--- src/common/pei_pkg.sv ---
// Shared constants and types for the preempt entry interlock block.
package pei_pkg;
    localparam int NUM_PRE = 10;
    localparam int NUM_PHASE = 8;
    localparam int NUM_EVT = 3;
    localparam int ADDR_W = 6;
    localparam int MODE_W = 3;

    // ----------------------------------------------------------------
    // Timing
    // ----------------------------------------------------------------
    localparam int CLK_HZ = 40_000_000;
    localparam int CYC_PER_MS = CLK_HZ / 1000;
    localparam int SETTLE_MS = 3000;
    localparam int FAULT_MS = 1000;
    localparam int SLOW_HALF_MS = 500;
    localparam int MED_HALF_MS = 200;
    localparam int FAST_HALF_MS = 100;
    localparam int SETTLE_CYC = SETTLE_MS * CYC_PER_MS;
    localparam int FAULT_CYC = FAULT_MS * CYC_PER_MS;
    localparam int SLOW_HALF_CYC = SLOW_HALF_MS * CYC_PER_MS;
    localparam int MED_HALF_CYC = MED_HALF_MS * CYC_PER_MS;
    localparam int FAST_HALF_CYC = FAST_HALF_MS * CYC_PER_MS;

    // ----------------------------------------------------------------
    // Register map
    // ----------------------------------------------------------------
    localparam logic [ADDR_W-1:0] OFF_ILK_EN = 6'h00;
    localparam logic [ADDR_W-1:0] OFF_PROG = 6'h04;
    localparam logic [ADDR_W-1:0] OFF_Y2G = 6'h08;
    localparam logic [ADDR_W-1:0] OFF_TERM_ALL = 6'h0C;
    localparam logic [ADDR_W-1:0] OFF_MODE = 6'h10;
    localparam logic [ADDR_W-1:0] OFF_INT_STAT = 6'h14;
    localparam logic [ADDR_W-1:0] OFF_INT_MASK = 6'h18;
    localparam logic [ADDR_W-1:0] OFF_FAULT = 6'h1C;
    localparam logic [ADDR_W-1:0] OFF_LATCH_CLR = 6'h20;
    localparam logic [31:0] RST_CFG = 32'h0000_0000;
    localparam int EVT_FAULT = 0;
    localparam int EVT_REFUSE = 1;
    localparam int EVT_Y2G = 2;
    localparam int FLT_LATCH_BIT = 0;
    localparam int FLT_ALLRED_BIT = 1;
    localparam int FLT_FORCE_BIT = 2;
    localparam int FLT_TRIP_LSB = 16;
    localparam logic [1:0] RESP_OKAY = 2'h0;
    localparam logic [1:0] RESP_SLVERR = 2'h2;

    typedef enum logic [MODE_W-1:0] {STAT_OFF, STAT_SOLID, STAT_SLOW, STAT_MED, STAT_FAST} pei_mode_t;
    typedef enum logic [1:0] {FLT_IDLE, FLT_FORCE, FLT_ALLRED, FLT_LATCHED} pei_flt_state_t;
endpackage

--- src/pei_top.sv ---
// Preempt entry logic: yellow-to-green revert, interlock monitor, fault flash sequence.
//
// Overview of operation
// - Yellow phase reverts to green when enabled.
// - Option off: yellow proceeds through red revert.
// - Yellow-to-green and terminate-all never both set.
// - Lagging overlap green suppresses yellow-to-green revert.
// - Non-opposite inputs for one second cause flash.
// - Preempts 1 and 2 share interlock one.
// - Disabled interlock input is ignored entirely.
// - Wait three seconds of stability before checking.
// - Idle 1/2: force both, all red, flash.
// - Preemptor 1 past track: all red, flash.
// - Preemptor 2 past track, 1 unprogrammed: direct.
// - Preemptor 2 past track, 1 programmed: force.
// - Terminating: restart timing, force both, flash.
// - Status output off, solid or three rates.
`timescale 1ns/1ps
module pei_top import pei_pkg::*; #(
    parameter int SETTLE_C = SETTLE_CYC,
    parameter int FAULT_C = FAULT_CYC,
    parameter int SLOW_C = SLOW_HALF_CYC,
    parameter int MED_C = MED_HALF_CYC,
    parameter int FAST_C = FAST_HALF_CYC
) (
    input wire logic clk, // 40 MHz system clock.
    input wire logic rst_b, // Synchronous reset, active low.
    input wire logic [ADDR_W-1:0] awaddr, // AXI write address.
    input wire logic awvalid, // AXI write address valid.
    output logic awready, // AXI write address ready.
    input wire logic [31:0] wdata, // AXI write data.
    input wire logic [3:0] wstrb, // AXI write strobes.
    input wire logic wvalid, // AXI write data valid.
    output logic wready, // AXI write data ready.
    output logic [1:0] bresp, // AXI write response.
    output logic bvalid, // AXI write response valid.
    input wire logic bready, // AXI write response ready.
    input wire logic [ADDR_W-1:0] araddr, // AXI read address.
    input wire logic arvalid, // AXI read address valid.
    output logic arready, // AXI read address ready.
    output logic [31:0] rdata, // AXI read data.
    output logic [1:0] rresp, // AXI read response.
    output logic rvalid, // AXI read data valid.
    input wire logic rready, // AXI read data ready.
    input wire logic [NUM_PRE-1:0] preemptIn, // Hard-wired preempt inputs, high when active.
    input wire logic [NUM_PRE-1:0] interlockIn, // Hard-wired interlock inputs, high when true.
    input wire logic [NUM_PRE-1:0] preemptActive, // Sequencer: preemptor is active.
    input wire logic [NUM_PRE-1:0] preemptTerm, // Sequencer: preemptor terminating or leaving flash.
    input wire logic [1:0] trackClrTiming, // Sequencer: preemptor 1/2 timing track clearance.
    input wire logic [1:0] trackClrDone, // Sequencer: preemptor 1/2 track clearance ended.
    input wire logic allRedDone, // Sequencer: all-red clearance reached.
    input wire logic entryCall, // Sequencer: preemption call taken, one cycle.
    input wire logic [3:0] entryPlan, // Plan number of that call, zero based.
    input wire logic [NUM_PHASE-1:0] yellowPhases, // Phases timing yellow clearance.
    input wire logic [NUM_PHASE-1:0] nextGreenPhases, // Phases whose green times next in preemption.
    input wire logic lagOvlpGreen, // Lagging overlap green started on the way to preemption.
    output logic [NUM_PHASE-1:0] yellowToGreen, // Phases told to return straight to green.
    output logic [NUM_PHASE-1:0] redRevert, // Phases told to continue through red revert.
    output logic [1:0] forcePreempt, // Force preemptors 1 and 2 active.
    output logic [1:0] restartPreempt, // Restart preemptor 1/2 timing, one cycle.
    output logic allRedReq, // Request clear to all red.
    output logic faultMonOk, // Voltage/fault monitor, low forces latched flash.
    output logic [NUM_PRE-1:0] activeStatus, // Preemptor active status outputs.
    output logic irq // Interrupt, high while an unmasked event is pending.
);
    // ----------------------------------------------------------------
    // Input synchronisers
    // ----------------------------------------------------------------
    logic [NUM_PRE-1:0] preMetaQ;
    logic [NUM_PRE-1:0] preSyncQ;
    logic [NUM_PRE-1:0] ilkMetaQ;
    logic [NUM_PRE-1:0] ilkSyncQ;

    always_ff @(posedge clk) begin
        if (!rst_b) begin
            preMetaQ <= '0;
            preSyncQ <= '0;
            ilkMetaQ <= '0;
            ilkSyncQ <= '0;
        end else begin
            preMetaQ <= preemptIn;
            preSyncQ <= preMetaQ;
            ilkMetaQ <= interlockIn;
            ilkSyncQ <= ilkMetaQ;
        end
    end

    // ----------------------------------------------------------------
    // Registers and bus decode
    // ----------------------------------------------------------------
    logic [NUM_PRE-1:0] ilkEnQ;
    logic [NUM_PRE-1:0] progQ;
    logic [NUM_PRE-1:0] y2gEnQ;
    logic [NUM_PRE-1:0] termAllQ;
    logic [NUM_PRE*MODE_W-1:0] modeQ;
    logic [NUM_EVT-1:0] intStQ;
    logic [NUM_EVT-1:0] intMaskQ;
    logic [NUM_PRE-1:0] tripVec;
    logic [NUM_EVT-1:0] evt;
    pei_flt_state_t stateQ;
    pei_flt_state_t stateD;
    logic viaForceQ;

    wire logic wrGo = awvalid && wvalid && !bvalid;
    wire logic rdGo = arvalid && !rvalid;
    wire logic [31:0] wMask = {{8{wstrb[3]}}, {8{wstrb[2]}}, {8{wstrb[1]}}, {8{wstrb[0]}}};
    wire logic wIlk = wrGo && (awaddr == OFF_ILK_EN);
    wire logic wProg = wrGo && (awaddr == OFF_PROG);
    wire logic wY2g = wrGo && (awaddr == OFF_Y2G);
    wire logic wTerm = wrGo && (awaddr == OFF_TERM_ALL);
    wire logic wMode = wrGo && (awaddr == OFF_MODE);
    wire logic wIst = wrGo && (awaddr == OFF_INT_STAT);
    wire logic wImask = wrGo && (awaddr == OFF_INT_MASK);
    wire logic wLatch = wrGo && (awaddr == OFF_LATCH_CLR);
    wire logic wHit = wIlk || wProg || wY2g || wTerm || wMode || wIst || wImask || wLatch
        || (awaddr == OFF_FAULT);
    wire logic [31:0] wMerge = wdata & wMask;
    wire logic [NUM_PRE-1:0] y2gNew = (y2gEnQ & ~wMask[NUM_PRE-1:0]) | wMerge[NUM_PRE-1:0];
    wire logic [NUM_PRE-1:0] termNew = (termAllQ & ~wMask[NUM_PRE-1:0]) | wMerge[NUM_PRE-1:0];
    // A plan may not hold both options; the bit that would collide is dropped.
    wire logic [NUM_PRE-1:0] y2gRefused = wY2g ? (y2gNew & termAllQ) : '0;
    wire logic [NUM_PRE-1:0] termRefused = wTerm ? (termNew & y2gEnQ) : '0;
    wire logic latchClr = wLatch && wMerge[0];
    wire logic [NUM_EVT-1:0] istClr = wIst ? wMerge[NUM_EVT-1:0] : '0;
    wire logic [31:0] faultWord = (32'(tripVec) << FLT_TRIP_LSB)
        | (32'(stateQ == FLT_LATCHED) << FLT_LATCH_BIT)
        | (32'(allRedReq) << FLT_ALLRED_BIT) | (32'(viaForceQ) << FLT_FORCE_BIT);
    wire logic [31:0] rdMux =
        (araddr == OFF_ILK_EN) ? 32'(ilkEnQ) :
        (araddr == OFF_PROG) ? 32'(progQ) :
        (araddr == OFF_Y2G) ? 32'(y2gEnQ) :
        (araddr == OFF_TERM_ALL) ? 32'(termAllQ) :
        (araddr == OFF_MODE) ? 32'(modeQ) :
        (araddr == OFF_INT_STAT) ? 32'(intStQ) :
        (araddr == OFF_INT_MASK) ? 32'(intMaskQ) :
        (araddr == OFF_FAULT) ? faultWord : RST_CFG;
    wire logic rHit = (araddr == OFF_ILK_EN) || (araddr == OFF_PROG) || (araddr == OFF_Y2G)
        || (araddr == OFF_TERM_ALL) || (araddr == OFF_MODE) || (araddr == OFF_INT_STAT)
        || (araddr == OFF_INT_MASK) || (araddr == OFF_FAULT) || (araddr == OFF_LATCH_CLR);

    assign awready = wrGo;
    assign wready = wrGo;
    assign arready = rdGo;
    assign irq = |(intStQ & intMaskQ);

    always_ff @(posedge clk) begin
        if (!rst_b) begin
            ilkEnQ <= RST_CFG[NUM_PRE-1:0];
            progQ <= RST_CFG[NUM_PRE-1:0];
            y2gEnQ <= RST_CFG[NUM_PRE-1:0];
            termAllQ <= RST_CFG[NUM_PRE-1:0];
            modeQ <= RST_CFG[NUM_PRE*MODE_W-1:0];
            intStQ <= RST_CFG[NUM_EVT-1:0];
            intMaskQ <= RST_CFG[NUM_EVT-1:0];
        end else begin
            ilkEnQ <= wIlk ? (ilkEnQ & ~wMask[NUM_PRE-1:0]) | wMerge[NUM_PRE-1:0] : ilkEnQ;
            progQ <= wProg ? (progQ & ~wMask[NUM_PRE-1:0]) | wMerge[NUM_PRE-1:0] : progQ;
            y2gEnQ <= wY2g ? (y2gNew & ~termAllQ) : y2gEnQ;
            termAllQ <= wTerm ? (termNew & ~y2gEnQ) : termAllQ;
            modeQ <= wMode ? (modeQ & ~wMask[NUM_PRE*MODE_W-1:0]) | wMerge[NUM_PRE*MODE_W-1:0] : modeQ;
            // A new event wins over a clear in the same cycle.
            intStQ <= (intStQ & ~istClr) | evt;
            intMaskQ <= wImask ? (intMaskQ & ~wMask[NUM_EVT-1:0]) | wMerge[NUM_EVT-1:0] : intMaskQ;
        end
    end

    always_ff @(posedge clk) begin
        if (!rst_b) begin
            bvalid <= 1'b0;
            bresp <= RESP_OKAY;
            rvalid <= 1'b0;
            rresp <= RESP_OKAY;
            rdata <= RST_CFG;
        end else begin
            bvalid <= wrGo ? 1'b1 : (bready ? 1'b0 : bvalid);
            bresp <= wrGo ? (wHit ? RESP_OKAY : RESP_SLVERR) : bresp;
            rvalid <= rdGo ? 1'b1 : (rready ? 1'b0 : rvalid);
            rresp <= rdGo ? (rHit ? RESP_OKAY : RESP_SLVERR) : rresp;
            rdata <= rdGo ? rdMux : rdata;
        end
    end

    // ----------------------------------------------------------------
    // Yellow clearance revert at preemption entry
    // ----------------------------------------------------------------
    wire logic planOk = (entryPlan < 4'(NUM_PRE));
    wire logic planY2g = planOk && y2gEnQ[entryPlan];
    wire logic [NUM_PHASE-1:0] y2gGrant =
        yellowPhases & nextGreenPhases & {NUM_PHASE{planY2g && !lagOvlpGreen}};

    always_ff @(posedge clk) begin
        if (!rst_b) begin
            yellowToGreen <= '0;
            redRevert <= '0;
        end else begin
            yellowToGreen <= entryCall ? y2gGrant : '0;
            redRevert <= entryCall ? (yellowPhases & ~y2gGrant) : '0;
        end
    end

    // ----------------------------------------------------------------
    // Interlock monitors
    // ----------------------------------------------------------------
    // Preempts 1 and 2 both watch interlock input 1; interlock input 2 stays unread.
    for (genvar i = 0; i < NUM_PRE; i++) begin : gMon
        localparam int IDX = (i == 1) ? 0 : i;
        pei_ilk_timer #(.SETTLE_C(SETTLE_C), .FAULT_C(FAULT_C)) uTimer (
            .clk(clk),
            .rst_b(rst_b),
            .monEn(ilkEnQ[i] && progQ[i]),
            .preemptLvl(preSyncQ[i]),
            .interlockLvl(ilkSyncQ[IDX]),
            .trip(tripVec[i])
        );
    end

    // ----------------------------------------------------------------
    // Fault sequence to latched flash
    // ----------------------------------------------------------------
    wire logic anyTrip = |tripVec;
    wire logic anyTerm = |preemptTerm;
    wire logic p1After = preemptActive[0] && trackClrDone[0];
    wire logic p2After = preemptActive[1] && trackClrDone[1];
    wire logic directRed = !anyTerm && (p1After || (p2After && !progQ[0]));

    always_comb begin
        stateD = stateQ;
        case (stateQ)
            FLT_IDLE: begin
                if (anyTrip) begin
                    stateD = directRed ? FLT_ALLRED : FLT_FORCE;
                end
            end
            FLT_FORCE: begin
                if (|trackClrDone) begin
                    stateD = FLT_ALLRED;
                end
            end
            FLT_ALLRED: begin
                if (allRedDone) begin
                    stateD = FLT_LATCHED;
                end
            end
            FLT_LATCHED: begin
                if (latchClr) begin
                    stateD = FLT_IDLE;
                end
            end
            default: begin
                stateD = FLT_IDLE;
            end
        endcase
    end

    wire logic enterForce = (stateQ == FLT_IDLE) && (stateD == FLT_FORCE);
    wire logic viaForceD = (stateD == FLT_IDLE) ? 1'b0 : (viaForceQ || enterForce);

    always_ff @(posedge clk) begin
        if (!rst_b) begin
            stateQ <= FLT_IDLE;
            viaForceQ <= 1'b0;
            forcePreempt <= 2'h0;
            restartPreempt <= 2'h0;
            allRedReq <= 1'b0;
            faultMonOk <= 1'b1;
        end else begin
            stateQ <= stateD;
            viaForceQ <= viaForceD;
            forcePreempt <= {2{viaForceD}};
            restartPreempt <= (enterForce && anyTerm) ? preemptActive[1:0] : 2'h0;
            allRedReq <= (stateD == FLT_ALLRED) || (stateD == FLT_LATCHED);
            faultMonOk <= (stateD != FLT_LATCHED);
        end
    end

    assign evt[EVT_FAULT] = (stateQ == FLT_IDLE) && anyTrip;
    assign evt[EVT_REFUSE] = |(y2gRefused | termRefused);
    assign evt[EVT_Y2G] = entryCall && (|y2gGrant);

    // ----------------------------------------------------------------
    // Active status outputs
    // ----------------------------------------------------------------
    logic flashSlowRate;
    logic flashMediumRate;
    logic flashFastRate;

    pei_flash_gen #(.HALF_CYC(SLOW_C)) uSlow (.clk(clk), .rst_b(rst_b), .wave(flashSlowRate));
    pei_flash_gen #(.HALF_CYC(MED_C)) uMed (.clk(clk), .rst_b(rst_b), .wave(flashMediumRate));
    pei_flash_gen #(.HALF_CYC(FAST_C)) uFast (.clk(clk), .rst_b(rst_b), .wave(flashFastRate));

    for (genvar i = 0; i < NUM_PRE; i++) begin : gStat
        wire logic [MODE_W-1:0] md = modeQ[i*MODE_W +: MODE_W];
        wire logic pattern = (md == STAT_SOLID) || ((md == STAT_SLOW) && flashSlowRate)
            || ((md == STAT_MED) && flashMediumRate) || ((md == STAT_FAST) && flashFastRate);
        always_ff @(posedge clk) begin
            if (!rst_b) begin
                activeStatus[i] <= 1'b0;
            end else begin
                activeStatus[i] <= progQ[i] && preemptActive[i] && pattern;
            end
        end
        statusOff_a: assert property (@(posedge clk) disable iff (!rst_b)
            !$past(progQ[i]) || ($past(md) == STAT_OFF) |-> !activeStatus[i])
            else $error("Status output on while preemptor disabled or off.");
    end

    // ----------------------------------------------------------------
    // Checks
    // ----------------------------------------------------------------
    optConflict_a: assert property (@(posedge clk) disable iff (!rst_b)
        (y2gEnQ & termAllQ) == '0)
        else $error("Yellow-to-green and terminate-all both enabled.");
    y2gGrant_a: assert property (@(posedge clk) disable iff (!rst_b)
        entryCall && planY2g && !lagOvlpGreen |=> yellowToGreen == $past(yellowPhases & nextGreenPhases))
        else $error("Yellow phase not returned to green.");
    ovlpSuppress_a: assert property (@(posedge clk) disable iff (!rst_b)
        entryCall && lagOvlpGreen |=> yellowToGreen == '0 && redRevert == $past(yellowPhases))
        else $error("Revert not suppressed by lagging overlap.");
    redRevert_a: assert property (@(posedge clk) disable iff (!rst_b)
        entryCall && !planY2g |=> redRevert == $past(yellowPhases) && yellowToGreen == '0)
        else $error("Yellow phase skipped red revert.");
    forceBoth_a: assert property (@(posedge clk) disable iff (!rst_b)
        stateQ == FLT_IDLE && anyTrip && !anyTerm && preemptActive[1:0] == 2'h0
        |=> forcePreempt == 2'h3 && faultMonOk ##1 forcePreempt == 2'h3)
        else $error("Both preemptors not forced on idle fault.");
    directRed_a: assert property (@(posedge clk) disable iff (!rst_b)
        stateQ == FLT_IDLE && anyTrip && !anyTerm && p1After |=> allRedReq && forcePreempt == 2'h0)
        else $error("Active preemptor 1 fault not cleared straight to red.");
    restart_a: assert property (@(posedge clk) disable iff (!rst_b)
        stateQ == FLT_IDLE && anyTrip && anyTerm |=> restartPreempt == $past(preemptActive[1:0])
        ##1 restartPreempt == 2'h0)
        else $error("Terminating fault did not restart preemptors.");
    latchHold_a: assert property (@(posedge clk) disable iff (!rst_b)
        !faultMonOk && !latchClr |=> !faultMonOk && allRedReq)
        else $error("Latched flash released without clear.");
    flashEntry_a: assert property (@(posedge clk) disable iff (!rst_b)
        stateQ == FLT_ALLRED && allRedDone |=> !faultMonOk)
        else $error("Monitor not forced false after all red.");
endmodule

--- src/pei_flash_gen.sv ---
// Square wave generator for one status flash rate.
`timescale 1ns/1ps
module pei_flash_gen import pei_pkg::*; #(
    parameter int HALF_CYC = SLOW_HALF_CYC
) (
    input wire logic clk, // System clock.
    input wire logic rst_b, // Synchronous reset, active low.
    output logic wave // Flash waveform, toggles every half period.
);
    localparam int CW = $clog2(HALF_CYC + 1);
    logic [CW-1:0] cntQ;
    wire logic wrap = (cntQ == CW'(HALF_CYC - 1));

    always_ff @(posedge clk) begin
        if (!rst_b) begin
            cntQ <= '0;
            wave <= 1'b0;
        end else begin
            cntQ <= wrap ? '0 : cntQ + 1'b1;
            wave <= wrap ? ~wave : wave;
        end
    end
endmodule

--- src/pei_ilk_timer.sv ---
// Settle and persistence timer for one preempt and interlock input pair.
`timescale 1ns/1ps
module pei_ilk_timer import pei_pkg::*; #(
    parameter int SETTLE_C = SETTLE_CYC,
    parameter int FAULT_C = FAULT_CYC
) (
    input wire logic clk, // System clock.
    input wire logic rst_b, // Synchronous reset, active low.
    input wire logic monEn, // Interlock enabled and preemptor programmed.
    input wire logic preemptLvl, // Synchronised preempt input, high when active.
    input wire logic interlockLvl, // Synchronised interlock input, high when true.
    output logic trip // Inputs not opposite for the full fault time.
);
    localparam int CW = $clog2((SETTLE_C > FAULT_C ? SETTLE_C : FAULT_C) + 1);
    logic prePrevQ;
    logic ilkPrevQ;
    logic [CW-1:0] settleQ;
    logic [CW-1:0] failQ;
    wire logic changed = (preemptLvl != prePrevQ) || (interlockLvl != ilkPrevQ);
    wire logic settled = (settleQ == '0);
    // Inactive preempt wants a true interlock, so equal levels mean a fault.
    wire logic mismatch = monEn && settled && (preemptLvl == interlockLvl);

    always_ff @(posedge clk) begin
        if (!rst_b) begin
            prePrevQ <= 1'b0;
            ilkPrevQ <= 1'b0;
            settleQ <= CW'(SETTLE_C);
            failQ <= '0;
        end else begin
            prePrevQ <= preemptLvl;
            ilkPrevQ <= interlockLvl;
            if (changed || !monEn) begin
                settleQ <= CW'(SETTLE_C);
            end else if (!settled) begin
                settleQ <= settleQ - 1'b1;
            end
            if (!mismatch) begin
                failQ <= '0;
            end else if (failQ != CW'(FAULT_C)) begin
                failQ <= failQ + 1'b1;
            end
        end
    end

    assign trip = (failQ == CW'(FAULT_C));

    tripCause_a: assert property (@(posedge clk) disable iff (!rst_b)
        trip |-> $past(settleQ) == '0 && $past(monEn) && $past(preemptLvl) == $past(interlockLvl))
        else $error("Interlock trip without settled mismatch.");
endmodule

--- config.mk ---
export PLATFORM = sky130hd
export DESIGN_NAME = pei_top
export DESIGN_NICKNAME = d
export VERILOG_FILES = /design/src/common/pei_pkg.sv /design/src/pei_top.sv /design/src/pei_flash_gen.sv /design/src/pei_ilk_timer.sv
export SDC_FILE = /design/constraint.sdc
export NUM_CORES = 2
export LEC_CHECK = 0
export ABC_AREA = 1
export CELL_PAD_IN_SITES_DETAIL_PLACEMENT = 0
export CELL_PAD_IN_SITES_GLOBAL_PLACEMENT = 1
export CORE_AREA = 2 2 333 269
export DETAILED_ROUTE_END_ITERATION = 12
export DIE_AREA = 0 0 335 271
export DONT_BUFFER_PORTS = 1
export PLACE_DENSITY_LB_ADDON = 0.1
export SYNTH_ARGS = -nofsm -noshare
export SYNTH_HDL_FRONTEND = slang
export SYNTH_SLANG_ARGS = --single-unit
--- constraint.sdc ---
create_clock -name clk -period 2.6 [get_ports clk]
set_clock_uncertainty 0.15 [all_clocks]
set_input_delay 0.52 -clock clk [delete_from_list [all_inputs] [get_ports clk]]
set_output_delay 0.52 -clock clk [all_outputs]
set_load 0.05 [all_outputs]
==> key figures <==
Status
  • Run status: complete, no violations

Flow run
  • Max_cap viols: 0

Power
  • Sequential Power Share: between 40% and 50%
  • Switching part of the total: approximately 22%
  • Combinational fraction of design power: under 10%
  • Clock network power share: between 40% and 50%
  • Net switching power: approximately 0.0057 W
  • Maximum VDD drop: slightly below 0.5 mV
  • LEAKAGE: 17.9 nW
  • Pwr Density: around 570 nW/um2
  • Pint: about 0.020 W

CTS
  • Clk Tree Root Cell: clkbuf_16
  • CTS tree: yes
  • Clock buffer depth: 3
  • TritonCTS buffer count: 88
  • Clock Latency Late Sink: between 600 and 700 ps
  • Post-CTS Setup Bufs: 0
  • Clock transition at the registers of the reported paths: 60 ps
  • H-tree depth: 3
  • Clock sink count: between 800 and 900

Timing
  • Worst slew pin tran: around 910 ps
  • Total negative setup slack: 0 ps
  • RSZ-0062 raised after global routing: false
  • Max-slew violation count: 0
  • Final setup viols: 0
  • Final setup margin: about 180 ps
  • Period utilisation layout: approximately 93%
  • Final Hold Fails: 0
  • Max Fclk: 413 MHz
  • Crit path time final: 2420 ps
  • Slew HR: about two fifths
  • Hold WS: about 30 ps

Floorplan
  • Core Area: approximately 87000 um2
  • # IOs: about 200
  • Initial Util: 44.8%
  • Row count: between 90 and 100
  • Die Y: 271 um
  • Die area: 90800 um2
  • Die W: 335 um

Synthesis
  • Post-synth EDFFs: 0
  • Synth Cell Area: between 30000 and 40000 um2
  • Post-synthesis cell count: roughly 5600
  • Syn. warnings: 0
  • Yosys cell types: 70
  • Fraction of the yosys area taken by sequential cells: 41.7%
  • Main synth FF type: dfxtp_1
  • Yosys reg bits: between 800 and 900
  • Mapped Avg Cell Area: about 7.0 um2
  • Asr flop ratio synth: 0%

Detailed routing
  • Via count: 35300
  • DRC: 0
  • DR pass1 iterations: 5
  • Via-to-Cell Ratio: approximately 5.1
  • Routed Antenna Nets: 0
  • Routed wire length: 106000 um
  • Avg WL per Cell: between 15 and 20 um
  • First-iteration detailed-routing DRC count: between 2000 and 2500

GRT
  • Initial antenna violation count: 7
  • Remaining Overflow, GRT: 0
  • GRT Overall Usage: between 20 and 25%
  • Pin count of the biggest net entering global routing: approximately 130
  • First-pass GRT wire length: 171000 um
  • Vias in the first global route: 32700

Critical path
  • Startpoint Class: flip-flop
  • Reg2reg path depth: 14
  • Crit-path max cell delay: approximately 460 ps
  • WP data required: approximately 1900 ps
  • Crit path max-delay cell type: nor2_2
  • Crit path max fanout: 11
  • Crit Path Class: flip-flop to output pin
  • Worst-path cell chain: nor2_2, buf_4
  • Crit end category: output pin
  • Critical Path AT: between 1500 and 2000 ps

Placement
  • DP HPWL: a little under 80000 um
  • RePlAce Congestion: 0.857
  • Port bufs: 0
  • Setup WS pre-CTS: roughly 230 ps

Hold path
  • HP Class: input pin to flip-flop
  • WHS Path Cells: 2

Finish
  • Fillers: between 8000 and 9000
  • Highest-count cells in the layout ignoring fill and taps: nand2_1 (950), dfxtp_1 (813), nor2_1 (804)
  • Commonest non-fill, non-tap cell in the layout: nand2_1
  • Area taken by multi-input logic gates: roughly 19000 um2
  • Share of cells above drive strength 1: 8.35%
  • Reg area: approximately 16000 um2
  • Synth-to-Final Area Change: 14.7%
  • Layout Nets: 5937
## registers in the layout, summed over array words and instances, names as in the netlist, 10 cells and up, named ones only
signal,flops
uMed.cntQ,23
rdata,30
activeStatus,10
uSlow.cntQ,25
gMon.uTimer.failQ,270
preSyncQ,10
gMon.uTimer.prePrevQ,10
gMon.uTimer.settleQ,270
uFast.cntQ,22
termAllQ,10
preMetaQ,10
y2gEnQ,10
## cell families after synthesis
logic type               synth area share [%]
AND/OR/NAND/NOR                          30.8
other                                 0.00960
AO/OA/AOI/OAI                            14.2
buffers and inverters                    9.17
XOR/XNOR                                 3.16
adder cells (fa/ha/maj)                  1.06
flip-flops                               41.7
## power groups by stage
stage               combinational [W]  sequential, W  clock [W]
floorplan                    0.000273         0.0129          0
global placement             0.000327         0.0129          0
detailed placement           0.000327         0.0129          0
CTS                          0.000519         0.0126     0.0127
global route                 0.000577         0.0126     0.0132
finish                       0.000526         0.0126     0.0123
## routing by layer
layer / vias to the layer above / GRT usage [%] / share of wire, %
met5: - / 0 / 0.0076
li1: 18600 / - / -
met4: 2 / 6.63 / 2.6
met3: 154 / 4.97 / 6.8
met1: 15800 / 34.1 / 51
met2: 773 / 32.9 / 39
## timing repair
action / CTS / global route
setup endpoints to repair: 0 / 42
endpoints found under the hold margin: 160 / 0
resized for setup: 0 / 10
hold buffers: 116 / 0
## metrics by stage
stage / total power, W / cells / utilization (%) / cell area (um2)
6_report: 0.0254 / 6989 / 51.4 / 44800
5_1_grt: 0.0263 / 6983 / 51.4 / 44800
4_1_cts: 0.0258 / 6981 / 51.4 / 44800
3_5_place_dp: 0.0132 / 6713 / 46.8 / 40800
3_3_place_gp: 0.0132 / 6713 / 46.8 / 40800
2_1_floorplan: 0.0131 / 5570 / - / 39100
## worst max-delay path: cells and delay by family, from the launching register on
family / cells / cell delay, ps
buffers and inverters: 1 / 300
DFF: 1 / 330
and+or+nand+nor: 1 / 460
## worst paths after layout
check | startpoint | end | slack, ps
worst max-delay path | rvalid$_SDFFE_PN0P_ | arready | 180
worst min-delay path | awvalid | bvalid$_SDFFE_PN0P_ | 30
worst max register to register | y2gEnQ[0]$_SDFFE_PN0P_ | redRevert[4]$_SDFF_PN0_ | 190
worst min register to register | ilkMetaQ[3]$_SDFF_PN0_ | ilkSyncQ[3]$_SDFF_PN0_ | 260
## final cells by class
cell class	instances	share of cell area [%]
multi-input combinational	3834	43.0
sequential	813	36.3
inverter	835	7.01
clock buffer	126	5.64
timing repair buffer	210	4.29
tap	1138	3.18
clock inverter	26	0.567
antenna	7	0.0391
## cells in the mapped netlist (24+ instances only)
cell      number  share of area [%]
a211oi_1      32               0.61
a21oi_1      494                6.3
clkbuf_1      56               0.54
dfxtp_1      813                 42
ha_1          33                1.1
inv_1        794                7.6
inv_2         33               0.32
nand2_1      951                9.1
nand2_2       31               0.50
nand3_1      237                3.0
nand3_2       25               0.64
nand4_1      112                1.8
nor2_1       808                7.8
nor2_2        69                1.1
nor3_1       210                2.7
nor3b_1       24               0.46
nor4_1        43               0.69
o21a_1        35               0.67
o21ai_0      283                3.6
o21ai_1       68               0.87
or2_2         25               0.40
xnor2_1       43               0.96
xor2_1        98                2.2
(Power assumes the default switching activity.)
